File: config.mk
export PLATFORM = sky130hd
export DESIGN_NAME = utfr_undertemp
export DESIGN_NICKNAME = d
export VERILOG_FILES = /design/src/utfr_timer.v /design/src/utfr_undertemp.v
export VERILOG_INCLUDE_DIRS = /design/src
export SDC_FILE = /design/constraint.sdc
export NUM_CORES = 1
export LEC_CHECK = 0
export ABC_AREA = 1
export BUFFER_PORTS_ARGS = -buffer_cell sky130_fd_sc_hd__buf_2
export CORE_UTILIZATION = 24
export DETAILED_ROUTE_END_ITERATION = 8
export PLACE_DENSITY = 0.38
export SLEW_MARGIN = 20
export SYNTH_ARGS = -nofsm -noshare
export SYNTH_HDL_FRONTEND = slang
export SYNTH_SLANG_ARGS = --single-unit
File: constraint.sdc
create_clock -name clk -period 3.7 [get_ports clk]
set_input_delay 0.185 -clock clk [delete_from_list [all_inputs] [get_ports clk]]
set_output_delay 0.185 -clock clk [all_outputs]
set_load 0.02 [all_outputs]
File: src/utfr_consts.vh
/*
 Shared constants for the under-temperature fault response block.
 Assumes inclusion by bare name from the design files of this block.
*/
// Summary of operation
// - A 16-bit signed under-temperature threshold is writable and readable by the host.
// - Every action code pulls the alert line low and sets the fault status flag on a fault.
// - Action 00 keeps the output regulating with no interruption.
// - Action 01 keeps running for delay times 80 ms, then applies the retry setting if faulted.
// - Action 10 disables the output at once, then applies the retry setting.
// - Action 11 keeps the output off while the fault lasts and re-enables it after.
// - Retry 000 makes no restart and keeps the output off until the fault clears.
// - Retry 001 to 110 makes that many restarts, then stays off until the fault clears.
// - Restart attempts are spaced start to start by delay times 32 ms.
// - Retry 111 restarts without limit until commanded off or another fault shuts down.
// - The continue-operating delay is the delay count times 80 ms.
// - The delay field value is used directly as a count of 0 to 7 units.
`ifndef UTFR_CONSTS_VH
`define UTFR_CONSTS_VH

// ****************************************
// Command codes
// ****************************************
`define UTFR_CODE_THRESHOLD 8'h53
`define UTFR_CODE_ACTION 8'h54

// ****************************************
// Reset values
// ****************************************
`define UTFR_THRESHOLD_RST 16'h8000
`define UTFR_ACTION_RST 8'h00

// ****************************************
// Action register fields
// ****************************************
`define UTFR_MODE_HI 7
`define UTFR_MODE_LO 6
`define UTFR_RETRY_HI 5
`define UTFR_RETRY_LO 3
`define UTFR_DELAY_HI 2
`define UTFR_DELAY_LO 0

`define UTFR_MODE_IGNORE 2'h0
`define UTFR_MODE_DELAY 2'h1
`define UTFR_MODE_DISABLE 2'h2
`define UTFR_MODE_UNTIL_CLEAR 2'h3
`define UTFR_RETRY_NONE 3'h0
`define UTFR_RETRY_FOREVER 3'h7

// ****************************************
// Timing
// ****************************************
`define UTFR_CLK_MHZ 100
`define UTFR_OPER_UNIT_MS 80
`define UTFR_RETRY_UNIT_MS 32
`define UTFR_CYC_PER_MS (`UTFR_CLK_MHZ * 1000)
`define UTFR_OPER_UNIT_CYC (`UTFR_OPER_UNIT_MS * `UTFR_CYC_PER_MS)
`define UTFR_RETRY_UNIT_CYC (`UTFR_RETRY_UNIT_MS * `UTFR_CYC_PER_MS)

`endif

File: src/utfr_timer.v
/*
 Unit-based delay timer: counts a number of units of a given cycle length.
 Assumes start, clear and unit length come from logic on the same clock.
*/
`timescale 1ns/100ps
module utfr_timer #(
   parameter CW = 24
) (
   input wire clk,
   input wire srst,
   input wire start,
   input wire clear,
   input wire [2:0] units,
   input wire [CW-1:0] unit_cycles,
   output wire done
);
   reg run_q;
   reg [2:0] left_q;
   reg [CW-1:0] cyc_q;
   reg done_q;

   // ****************************************
   // Unit and cycle counters
   // ****************************************
   always @(posedge clk) begin
      done_q <= 1'b0;
      if (srst || clear) begin
         run_q <= 1'b0;
         left_q <= 3'h0;
         cyc_q <= {CW{1'b0}};
      end else if (start) begin
         if (units == 3'h0) begin
            done_q <= 1'b1;
            run_q <= 1'b0;
         end else begin
            run_q <= 1'b1;
            left_q <= units;
            cyc_q <= unit_cycles - {{(CW-1){1'b0}}, 1'b1};
         end
      end else if (run_q) begin
         if (cyc_q != {CW{1'b0}}) begin
            cyc_q <= cyc_q - {{(CW-1){1'b0}}, 1'b1};
         end else if (left_q == 3'h1) begin
            run_q <= 1'b0;
            done_q <= 1'b1;
         end else begin
            left_q <= left_q - 3'h1;
            cyc_q <= unit_cycles - {{(CW-1){1'b0}}, 1'b1};
         end
      end
   end

   assign done = done_q;
endmodule // utfr_timer

File: src/utfr_undertemp.v
/*
 Under-temperature fault response: threshold and action registers reached by
 command code, fault detection, alert and output enable sequencing.
 Assumes the bus protocol engine and the temperature measurement run on clk;
 the enable pin arrives asynchronously.
*/
`timescale 1ns/100ps
`include "utfr_consts.vh"
module utfr_undertemp #(
   parameter CW = 24,
   parameter [CW-1:0] OPER_UNIT_CYC = `UTFR_OPER_UNIT_CYC,
   parameter [CW-1:0] RETRY_UNIT_CYC = `UTFR_RETRY_UNIT_CYC
) (
   input wire clk,
   input wire srst,
   input wire cmd_valid,
   input wire cmd_write,
   input wire [7:0] cmd_code,
   input wire [15:0] cmd_wdata,
   output wire cmd_hit,
   output reg [15:0] rd_data,
   output reg rd_valid,
   input wire [15:0] temp_reading,
   input wire enable_pin,
   input wire other_fault_off,
   input wire clear_faults,
   output wire ut_fault_flag,
   output wire bus_alert_line_o,
   output wire bus_alert_line_oe,
   output wire output_enable,
   output wire [2:0] state_out
);
   localparam [2:0] ST_RUN = 3'h0;
   localparam [2:0] ST_DELAY = 3'h1;
   localparam [2:0] ST_WAIT = 3'h2;
   localparam [2:0] ST_ATTEMPT = 3'h3;
   localparam [2:0] ST_LATCH = 3'h4;

   reg [15:0] threshold_q;
   reg [7:0] action_q;
   reg en_meta_q;
   reg en_sync_q;
   reg fault_q;
   reg flag_q;
   reg [2:0] state_q;
   reg [2:0] state_d;
   reg [2:0] att_q;
   reg [2:0] att_d;
   reg oe_q;
   reg tmr_start;
   reg tmr_long;
   wire tmr_done;
   wire fault_now;
   wire fault_rise;
   wire run_cmd;
   wire [1:0] mode;
   wire [2:0] retry;
   wire [2:0] delay;
   wire hit_thr;
   wire hit_act;

   assign mode = action_q[`UTFR_MODE_HI:`UTFR_MODE_LO];
   assign retry = action_q[`UTFR_RETRY_HI:`UTFR_RETRY_LO];
   assign delay = action_q[`UTFR_DELAY_HI:`UTFR_DELAY_LO];

   // ****************************************
   // Registers by command code
   // ****************************************
   assign hit_thr = cmd_code == `UTFR_CODE_THRESHOLD;
   assign hit_act = cmd_code == `UTFR_CODE_ACTION;
   assign cmd_hit = cmd_valid & (hit_thr | hit_act);

   always @(posedge clk) begin
      if (srst) begin
         threshold_q <= `UTFR_THRESHOLD_RST;
         action_q <= `UTFR_ACTION_RST;
         rd_data <= 16'h0000;
         rd_valid <= 1'b0;
      end else begin
         rd_valid <= cmd_valid & ~cmd_write;
         if (cmd_valid && cmd_write && hit_thr) begin
            threshold_q <= cmd_wdata;
         end
         if (cmd_valid && cmd_write && hit_act) begin
            action_q <= cmd_wdata[7:0];
         end
         if (cmd_valid && !cmd_write) begin
            if (hit_thr) begin
               rd_data <= threshold_q;
            end else if (hit_act) begin
               rd_data <= {8'h00, action_q};
            end else begin
               rd_data <= 16'h0000;
            end
         end
      end
   end

   // ****************************************
   // Pin sync, fault detect, status flag
   // ****************************************
   assign fault_now = $signed(temp_reading) < $signed(threshold_q);
   assign fault_rise = fault_now & ~fault_q;
   assign run_cmd = en_sync_q & ~other_fault_off;

   always @(posedge clk) begin
      if (srst) begin
         en_meta_q <= 1'b0;
         en_sync_q <= 1'b0;
         fault_q <= 1'b0;
         flag_q <= 1'b0;
      end else begin
         en_meta_q <= enable_pin;
         en_sync_q <= en_meta_q;
         fault_q <= fault_now;
         if (fault_rise) begin
            flag_q <= 1'b1;
         end else if (clear_faults) begin
            flag_q <= 1'b0;
         end
      end
   end

   assign ut_fault_flag = flag_q;
   assign bus_alert_line_o = 1'b0;
   assign bus_alert_line_oe = flag_q;

   // ****************************************
   // Response timer
   // ****************************************
   utfr_timer #(
      .CW(CW)
   ) u_timer (
      .clk(clk),
      .srst(srst),
      .start(tmr_start),
      .clear(~fault_q | ~run_cmd),
      .units(delay),
      .unit_cycles(tmr_long ? OPER_UNIT_CYC : RETRY_UNIT_CYC),
      .done(tmr_done)
   );

   // ****************************************
   // Response state machine
   // ****************************************
   always @* begin
      state_d = state_q;
      att_d = att_q;
      tmr_start = 1'b0;
      tmr_long = 1'b0;
      case (state_q)
         ST_RUN: begin
            if (fault_q && run_cmd) begin
               case (mode)
                  `UTFR_MODE_IGNORE: state_d = ST_RUN;
                  `UTFR_MODE_DELAY: begin
                     state_d = ST_DELAY;
                     tmr_start = 1'b1;
                     tmr_long = 1'b1;
                  end
                  `UTFR_MODE_DISABLE: begin
                     if (retry == `UTFR_RETRY_NONE) begin
                        state_d = ST_LATCH;
                     end else begin
                        state_d = ST_WAIT;
                        tmr_start = 1'b1;
                     end
                  end
                  default: state_d = ST_LATCH;
               endcase
            end
         end
         ST_DELAY: begin
            tmr_long = 1'b1;
            if (tmr_done) begin
               if (retry == `UTFR_RETRY_NONE) begin
                  state_d = ST_LATCH;
               end else begin
                  state_d = ST_WAIT;
                  tmr_start = 1'b1;
                  tmr_long = 1'b0;
               end
            end
         end
         ST_WAIT: begin
            if (tmr_done) begin
               if (retry == `UTFR_RETRY_FOREVER || att_q < retry) begin
                  state_d = ST_ATTEMPT;
               end else begin
                  state_d = ST_LATCH;
               end
            end
         end
         ST_ATTEMPT: begin
            state_d = ST_WAIT;
            tmr_start = 1'b1;
            if (retry != `UTFR_RETRY_FOREVER) begin
               att_d = att_q + 3'h1;
            end
         end
         ST_LATCH: state_d = ST_LATCH;
         default: state_d = ST_RUN;
      endcase
      if (!fault_q || !run_cmd) begin
         state_d = ST_RUN;
         att_d = 3'h0;
         tmr_start = 1'b0;
      end
   end

   always @(posedge clk) begin
      if (srst) begin
         state_q <= ST_RUN;
         att_q <= 3'h0;
         oe_q <= 1'b0;
      end else begin
         state_q <= state_d;
         att_q <= att_d;
         oe_q <= run_cmd && (state_d == ST_RUN || state_d == ST_DELAY
                             || state_d == ST_ATTEMPT);
      end
   end

   assign output_enable = oe_q;
   assign state_out = state_q;
endmodule // utfr_undertemp

# ---- Word level (Yosys, flattened, before mapping)
# Index checks and enable logic that the tools add are counted.
dict set report classes {
  magnitude_cmp 2
  addsub 4
  n_bitwise 10
  shift 0
  n_mux 44
  div_mod_pow 0
  mul 0
  eq_ne 17
  reduce_logical 26
}
# op n
set op_table {}
lappend op_table {{$mux 24} 5}
lappend op_table {{$mux 3} 11}
lappend op_table {{$reduce_bool 24->1} 1}
lappend op_table {{$sub 23x1->24 const B} 1}
lappend op_table {{$sub 24x1->24 const B} 1}
lappend op_table {{$mux 23} 1}
lappend op_table {{$mux 1} 20}
lappend op_table {{$eq 8x7->1 const B} 2}
lappend op_table {{$lt 16x16->1} 1}
lappend op_table {{$mux 16} 1}
lappend op_table {{$pmux 3 s5} 1}
lappend op_table {{$logic_not 3->1} 4}
lappend op_table {{$eq 3x1->1 const B} 3}
lappend op_table {{$eq 3x2->1 const B} 3}
lappend op_table {{$pmux 3 s3} 1}
lappend op_table {{$mux 8} 1}
lappend op_table {{$eq 3x3->1 const B} 2}
lappend op_table {{$logic_and 1x1->1} 6}
lappend op_table {{$ne 2x2->1 const B} 3}
lappend op_table {{$logic_or 1x1->1} 5}
lappend op_table {{$and 1x1->1} 4}
lappend op_table {{$not 1->1} 4}
lappend op_table {{$pmux 1 s2} 2}
lappend op_table {{$reduce_and 4->1} 1}
lappend op_table {{other kinds (15)} 19}
dict set report totals {
  out_inout_bits 25
  input_bits 47
  latch_bits 0
  mem_count 0
  mem_bits_ro 0
  ff_bits 81
  word_cells 118
  ramBits 0
}

# ---- Depth between registers and ports, before layout
dict set report logic_depth {
  word_depth 11
  mapped_depth 13
  mapped_depth_nobuf 13
}

# ---- Hierarchy
# Synthesis repeated with hierarchy kept, for this count alone.
dict set report hier_totals {
  cells_unflattened 828
  hier_area_um2 5368.9
}
# mod n_inst area_each_um2 seq_area_each_um2 cells_per_inst
set modules_own_cells {}
lappend modules_own_cells {utfr_undertemp 1 2711.4 1041.0 383}
lappend modules_own_cells {utfr_timer 1 2657.5 580.6 445}

# ---- Worst setup path before layout
# OpenSTA, ideal clock, no wires.
dict set report synth_timing {
  kind {register to register}
  start {register state_q[0], in the netlist state_out[0]}
  end {register u_timer.left_q[0]}
  setup_ps 114
  n_path_buf 2
  stages_incl_launch_ff 12
  slack_ps 1982
  arrival_time_ps 1604
  synth_period_minus_slack_ps 1718
  t_required_ps 3586
  path_cell_list {dfxtp_1 > inv_2 > nor3_4 > nor2_4 > nand2_4 > nand2_8 > inv_8 > nand2_8 > buf_12 > buf_8 > a21oi_1 > nor2_1}
}
dict set report synth_via {
  elab_chain_cells 5
  word_cells_on_any_way 11
  cone_classes {eq/ne (5); mux (3); reduce/logical (3)}
}
# item line_no
set synth_rtl {}
lappend synth_rtl {{start, declared} utfr_undertemp.v:45} ;# reg [2:0] state_q;
lappend synth_rtl {{start signal, assigned} utfr_undertemp.v:217} ;# state_q <= state_d;
lappend synth_rtl {{$eq 3x2->1, or another cell as far along} utfr_undertemp.v:151} ;# case (state_q)
lappend synth_rtl {{$pmux 1 s3 (*)} utfr_undertemp.v:151}
lappend synth_rtl {{$mux 1 (*)} utfr_undertemp.v:204} ;# if (!fault_q || !run_cmd) begin
lappend synth_rtl {{$ne 2x2->1 (no line) or $reduce_bool 2->1 (tied branches)} -}
lappend synth_rtl {{$reduce_and 4->1 (no line)} -}
lappend synth_rtl {{end signal, assigned} utfr_timer.v:37} ;# left_q <= units;
lappend synth_rtl {{end signal, assigned} utfr_timer.v:47} ;# left_q <= left_q - 3'h1;
lappend synth_rtl {{end, declared} utfr_timer.v:18} ;# reg [2:0] left_q;
# Mark *: on every way between the ends. The rest lies on a longest branch, timed or not.
# A chain may end at the register's enable or synchronous reset.

# ---- Final worst setup path
dict set report layout_timing {
  start {register action_q[6]}
  end {register u_timer.cyc_q[19]}
}
dict set report layout_via {
  elab_chain_cells 10
  word_cells_on_any_way 20
  cone_classes {add/sub (1); eq/ne (4); mux (13); reduce/logical (2)}
}
# item line_no
set layout_rtl {}
lappend layout_rtl {{start, declared} utfr_undertemp.v:40} ;# reg [7:0] action_q;
lappend layout_rtl {{start signal, assigned} utfr_undertemp.v:76} ;# action_q <= `UTFR_ACTION_RST;
lappend layout_rtl {{start signal, assigned} utfr_undertemp.v:85} ;# action_q <= cmd_wdata[7:0];
lappend layout_rtl {{$eq 2x1->1} utfr_undertemp.v:154} ;# case (mode)
lappend layout_rtl {{$mux 1} utfr_undertemp.v:154}
lappend layout_rtl {{$mux 1} utfr_undertemp.v:153} ;# if (fault_q && run_cmd) begin
lappend layout_rtl {{$pmux 1 s2} utfr_undertemp.v:151}
lappend layout_rtl {{$mux 23} utfr_undertemp.v:139} ;# .unit_cycles(tmr_long ? OPER_UNIT_CYC : RETRY_UNIT_CYC),
lappend layout_rtl {{$sub 23x1->24} {utfr_timer.v:38, utfr_timer.v:48}}
lappend layout_rtl {{$mux 24} utfr_timer.v:43} ;# end else if (left_q == 3'h1) begin
lappend layout_rtl {{$mux 24} utfr_timer.v:41} ;# if (cyc_q != {CW{1'b0}}) begin
lappend layout_rtl {{$mux 24} utfr_timer.v:40} ;# end else if (run_q) begin
lappend layout_rtl {{$mux 24} utfr_timer.v:31} ;# end else if (start) begin
lappend layout_rtl {{end signal, assigned} utfr_timer.v:30} ;# cyc_q <= {CW{1'b0}};
lappend layout_rtl {{end signal, assigned} utfr_timer.v:42} ;# cyc_q <= cyc_q - {{(CW-1){1'b0}}, 1'b1};
lappend layout_rtl {{end signal, assigned} utfr_timer.v:48} ;# cyc_q <= unit_cycles - {{(CW-1){1'b0}}, 1'b1};
lappend layout_rtl {{end, declared} utfr_timer.v:19} ;# reg [CW-1:0] cyc_q;
# Several ways; a longest one is shown, not always the timed one. The select of a mux whose other input is x is not followed.

==> impl_metrics.json <==
{
  "synth.area.top_cells": "dfxtp_1 (32%), nand2_1 (11%), nor2_1 (7.1%), ha_1 (6.4%), o21ai_0 (6.2%)",
  "finalWorstSetupSlack_ns": 1.32,
  "die_w_um": 148,
  "clk_pin_slew_ns": 0.07,
  "dieArea_um2": 21800,
  "hold_violations": 0,
  "grt_usage_pct": 13.8,
  "status": "finished clean",
  "ys_types": 39,
  "crit_path_frequent_cell": "nand2_1",
  "cap_violations": 0,
  "num_antenna_cells": 0,
  "fin_nets": 859,
  "reg2reg_depth": 12,
  "synth_seq_area_share_pct": 31.8,
  "h-tree-depth": 3,
  "cts_buffer_depth": 2,
  "hp-class": "in -> reg",
  "placed_cell_area_um2": 5620,
  "die_y_um": 148,
  "p_sw_mw": 0.496,
  "syn_area_um2": 5090,
  "yosys_warnings": 0,
  "startpoint": "action_q[6]",
  "ys_ff_latch": 81,
  "report.final.slew_viol_count": 0,
  "seqCellArea_um2": 1620,
  "ctsHoldBuffers": 0,
  "seqPwrFrac_pct": 46.6,
  "insertion_delay_ns": 0.35,
  "yosys.area.top_type": "dfxtp_1",
  "dr.pass1.iters": 5,
  "crit_chain": "inv_1 -> ha_1 -> nand2_1 -> nand2_1 -> nand3_2 -> nand2_4 -> nand2_8 -> nand3_4 -> nand2_4 -> nand2_1 -> nor2_1 -> nor2_1",
  "cp.required_ns": 3.94,
  "clkPwrFrac_pct": 46.9,
  "p_leak_nw": 2.61,
  "area_growth_syn_to_layout_pct": 16.0,
  "num_rows": 52,
  "worstSetupPathType": "reg -> reg",
  "cts_resized": 0,
  "ctsRootBufferMaster": "clkbuf_16",
  "routed_wirelength_mm": 14.1,
  "slowest_stage": "nand2_4",
  "post-cts-setup-buffers": 0,
  "crit_fanout": 25,
  "routed-via-count": 4658,
  "p_sw_share_pct": 25.9,
  "fin_setup_tns_ns": 0,
  "min_period_over_period_pct": 64.4,
  "remaining_drc_errors": 0,
  "cts_buffers": 9,
  "final_common_cell": "nand2_1",
  "synth_nets": 800,
  "hpwl_mm": 10.3,
  "cp-endpoint": "u_timer.cyc_q[19]",
  "core-area_um2": 20500,
  "ant_nets": 0,
  "cts_tree": "done",
  "synth_cells": 727,
  "synth_top_cell_area_share_pct": 31.8,
  "worst_pin_slew_ns": 1.03,
  "power_frac_comb_pct": 6.5,
  "drive_above_1_share_pct": 20.4,
  "viasPerCell": 4.39,
  "fin_area_um2": 5910,
  "drt_first_iter_violations": 233,
  "worstReg2RegEnd": "u_timer.cyc_q[19]",
  "grt_overflow": 0,
  "p_int_mw": 1.42,
  "cp.arrival_ns": 2.62,
  "pre_cts_slack_ns": 1.24,
  "peakVddDrop_mv": 0.195,
  "cts.sinks": 81,
  "multiInputGateArea_um2": 2930,
  "grt_max_degree": 37,
  "grt_pass1_wl_mm": 23.6,
  "maxSlewHeadroom_pct": 30.8,
  "synth_area_per_cell_um2": 7.00,
  "wl_per_cell_um": 13.3,
  "rr_startpoint": "action_q[6]",
  "antenna_found_initial": 0,
  "rsz0062_at_grt": "false",
  "gp_congestion": 0.793,
  "power_density_nw_per_um2": 324,
  "start_kind": "register",
  "fillers": 2308,
  "clock.fmax_mhz": 420,
  "io_buffers": 70,
  "num_io_pins": 72,
  "grt_pass1_vias": 4536,
  "whs_ns": 0.0345,
  "skew_ns": 0.00890,
  "critPathMaxStageDelay_ns": 0.42,
  "final_cell_mix": "nand2_1 (152), nor2_1 (97), inv_1 (82), dfxtp_1 (81), buf_2 (70)",
  "finalCriticalPeriod_ns": 2.38,
  "start_util_pct": 24.8,
  "r2r_slack_ns": 1.32,
  "critPathCaptureType": "register",
  "setup_viol": 0
}
per-stage QoR:
stage / cells / total power, mW / util, %
after floorplan: 727 / 0.982 / -
after global placement: 1045 / 1.04 / 27.4
after detailed placement: 1045 / 1.04 / 27.4
after CTS: 1061 / 1.96 / 28.8
after global routing: 1061 / 2.00 / 28.8
final: 1061 / 1.91 / 28.8
synthesized netlist by cell type:
| cell type | number |
|---|---|
| nand2_4 | 2 |
| nand4_1 | 11 |
| nor3_1 | 9 |
| buf_2 | 4 |
| nor2_4 | 4 |
| a21oi_1 | 52 |
| inv_8 | 1 |
| nand3b_1 | 8 |
| nor2_2 | 6 |
| buf_8 | 3 |
| clkbuf_1 | 12 |
| nand3_1 | 35 |
| o21ai_0 | 63 |
| or2_0 | 1 |
| nand2_2 | 4 |
| clkinv_1 | 1 |
| conb_1 | 1 |
| or2_2 | 2 |
| inv_2 | 4 |
| buf_6 | 2 |
| a21oi_2 | 18 |
| and3_1 | 1 |
| buf_4 | 2 |
| nor3_4 | 2 |
| o21bai_1 | 2 |
| ha_1 | 26 |
| clkinv_4 | 1 |
| nand2_1 | 152 |
| nor2_1 | 97 |
| nand3_2 | 20 |
| nor3_2 | 1 |
| inv_1 | 84 |
| nand2_8 | 2 |
| buf_12 | 2 |
| nand3_4 | 4 |
| xnor2_1 | 2 |
| a21boi_0 | 1 |
| dfxtp_1 | 81 |
| xor2_1 | 4 |
final cells by class:
type	instances	share of cell area (%)
flip-flops and latches	81	27.5
well taps	270	5.72
clock inverters	6	0.869
inverters	91	6.00
multi-input cells	530	49.6
repair buffers	73	6.31
clock buffers	10	4.05
state kept, by name, indices dropped and copies added, names as in the netlist, 3 cells and up:
name            flops
att_q               3
u_timer.cyc_q      24
action_q            8
rd_data            16
u_timer.left_q      3
threshold_q        16
state_out           3
how the worst min path moves through the flow:
stage,startpoint,end,slack (ns),cells past startpoint
3_3_place_gp,enable_pin,en_meta_q,0.40,3
3_5_place_dp,enable_pin,en_meta_q,0.39,3
4_1_cts,enable_pin,en_meta_q,0.02,3
6_report,enable_pin,en_meta_q,0.03,3
5_1_grt,cmd_wdata[15],threshold_q[15],0.06,3
2_1_floorplan,enable_pin,en_meta_q,0.29,2
critical path: cells and delay by family (launching register included):
family,cells,cell delay [ns]
adders and majority gates,1,0.21
buffers and inverters,1,0.10
DFF,1,0.41
and+or+nand+nor,10,1.54
routing by layer:
metal  up-vias  track usage [%]  routed length (um)
li1       2466                -                   -
met1      2102             17.8                6790
met2        77             22.4                6480
met3        13             4.04                 714
met4         0             3.81                 155
met5         -                0                   0
power by group through the flow:
stage | sequential [mW] | clock (mW) | combinational (mW)
6_report | 0.892 | 0.897 | 0.124
5_1_grt | 0.893 | 0.965 | 0.144
2_1_floorplan | 0.925 | 0 | 0.0564
3_5_place_dp | 0.912 | 0 | 0.126
4_1_cts | 0.892 | 0.938 | 0.127
3_3_place_gp | 0.912 | 0 | 0.128
kinds of logic after synthesis:
logic type	synth area share, %
buf+inv	10.6
other cells	0.0736
flops	31.8
simple gates	35.2
compound gates	14.8
fa+ha+maj	6.39
xor+xnor	1.03
(Power assumes the default switching activity.)
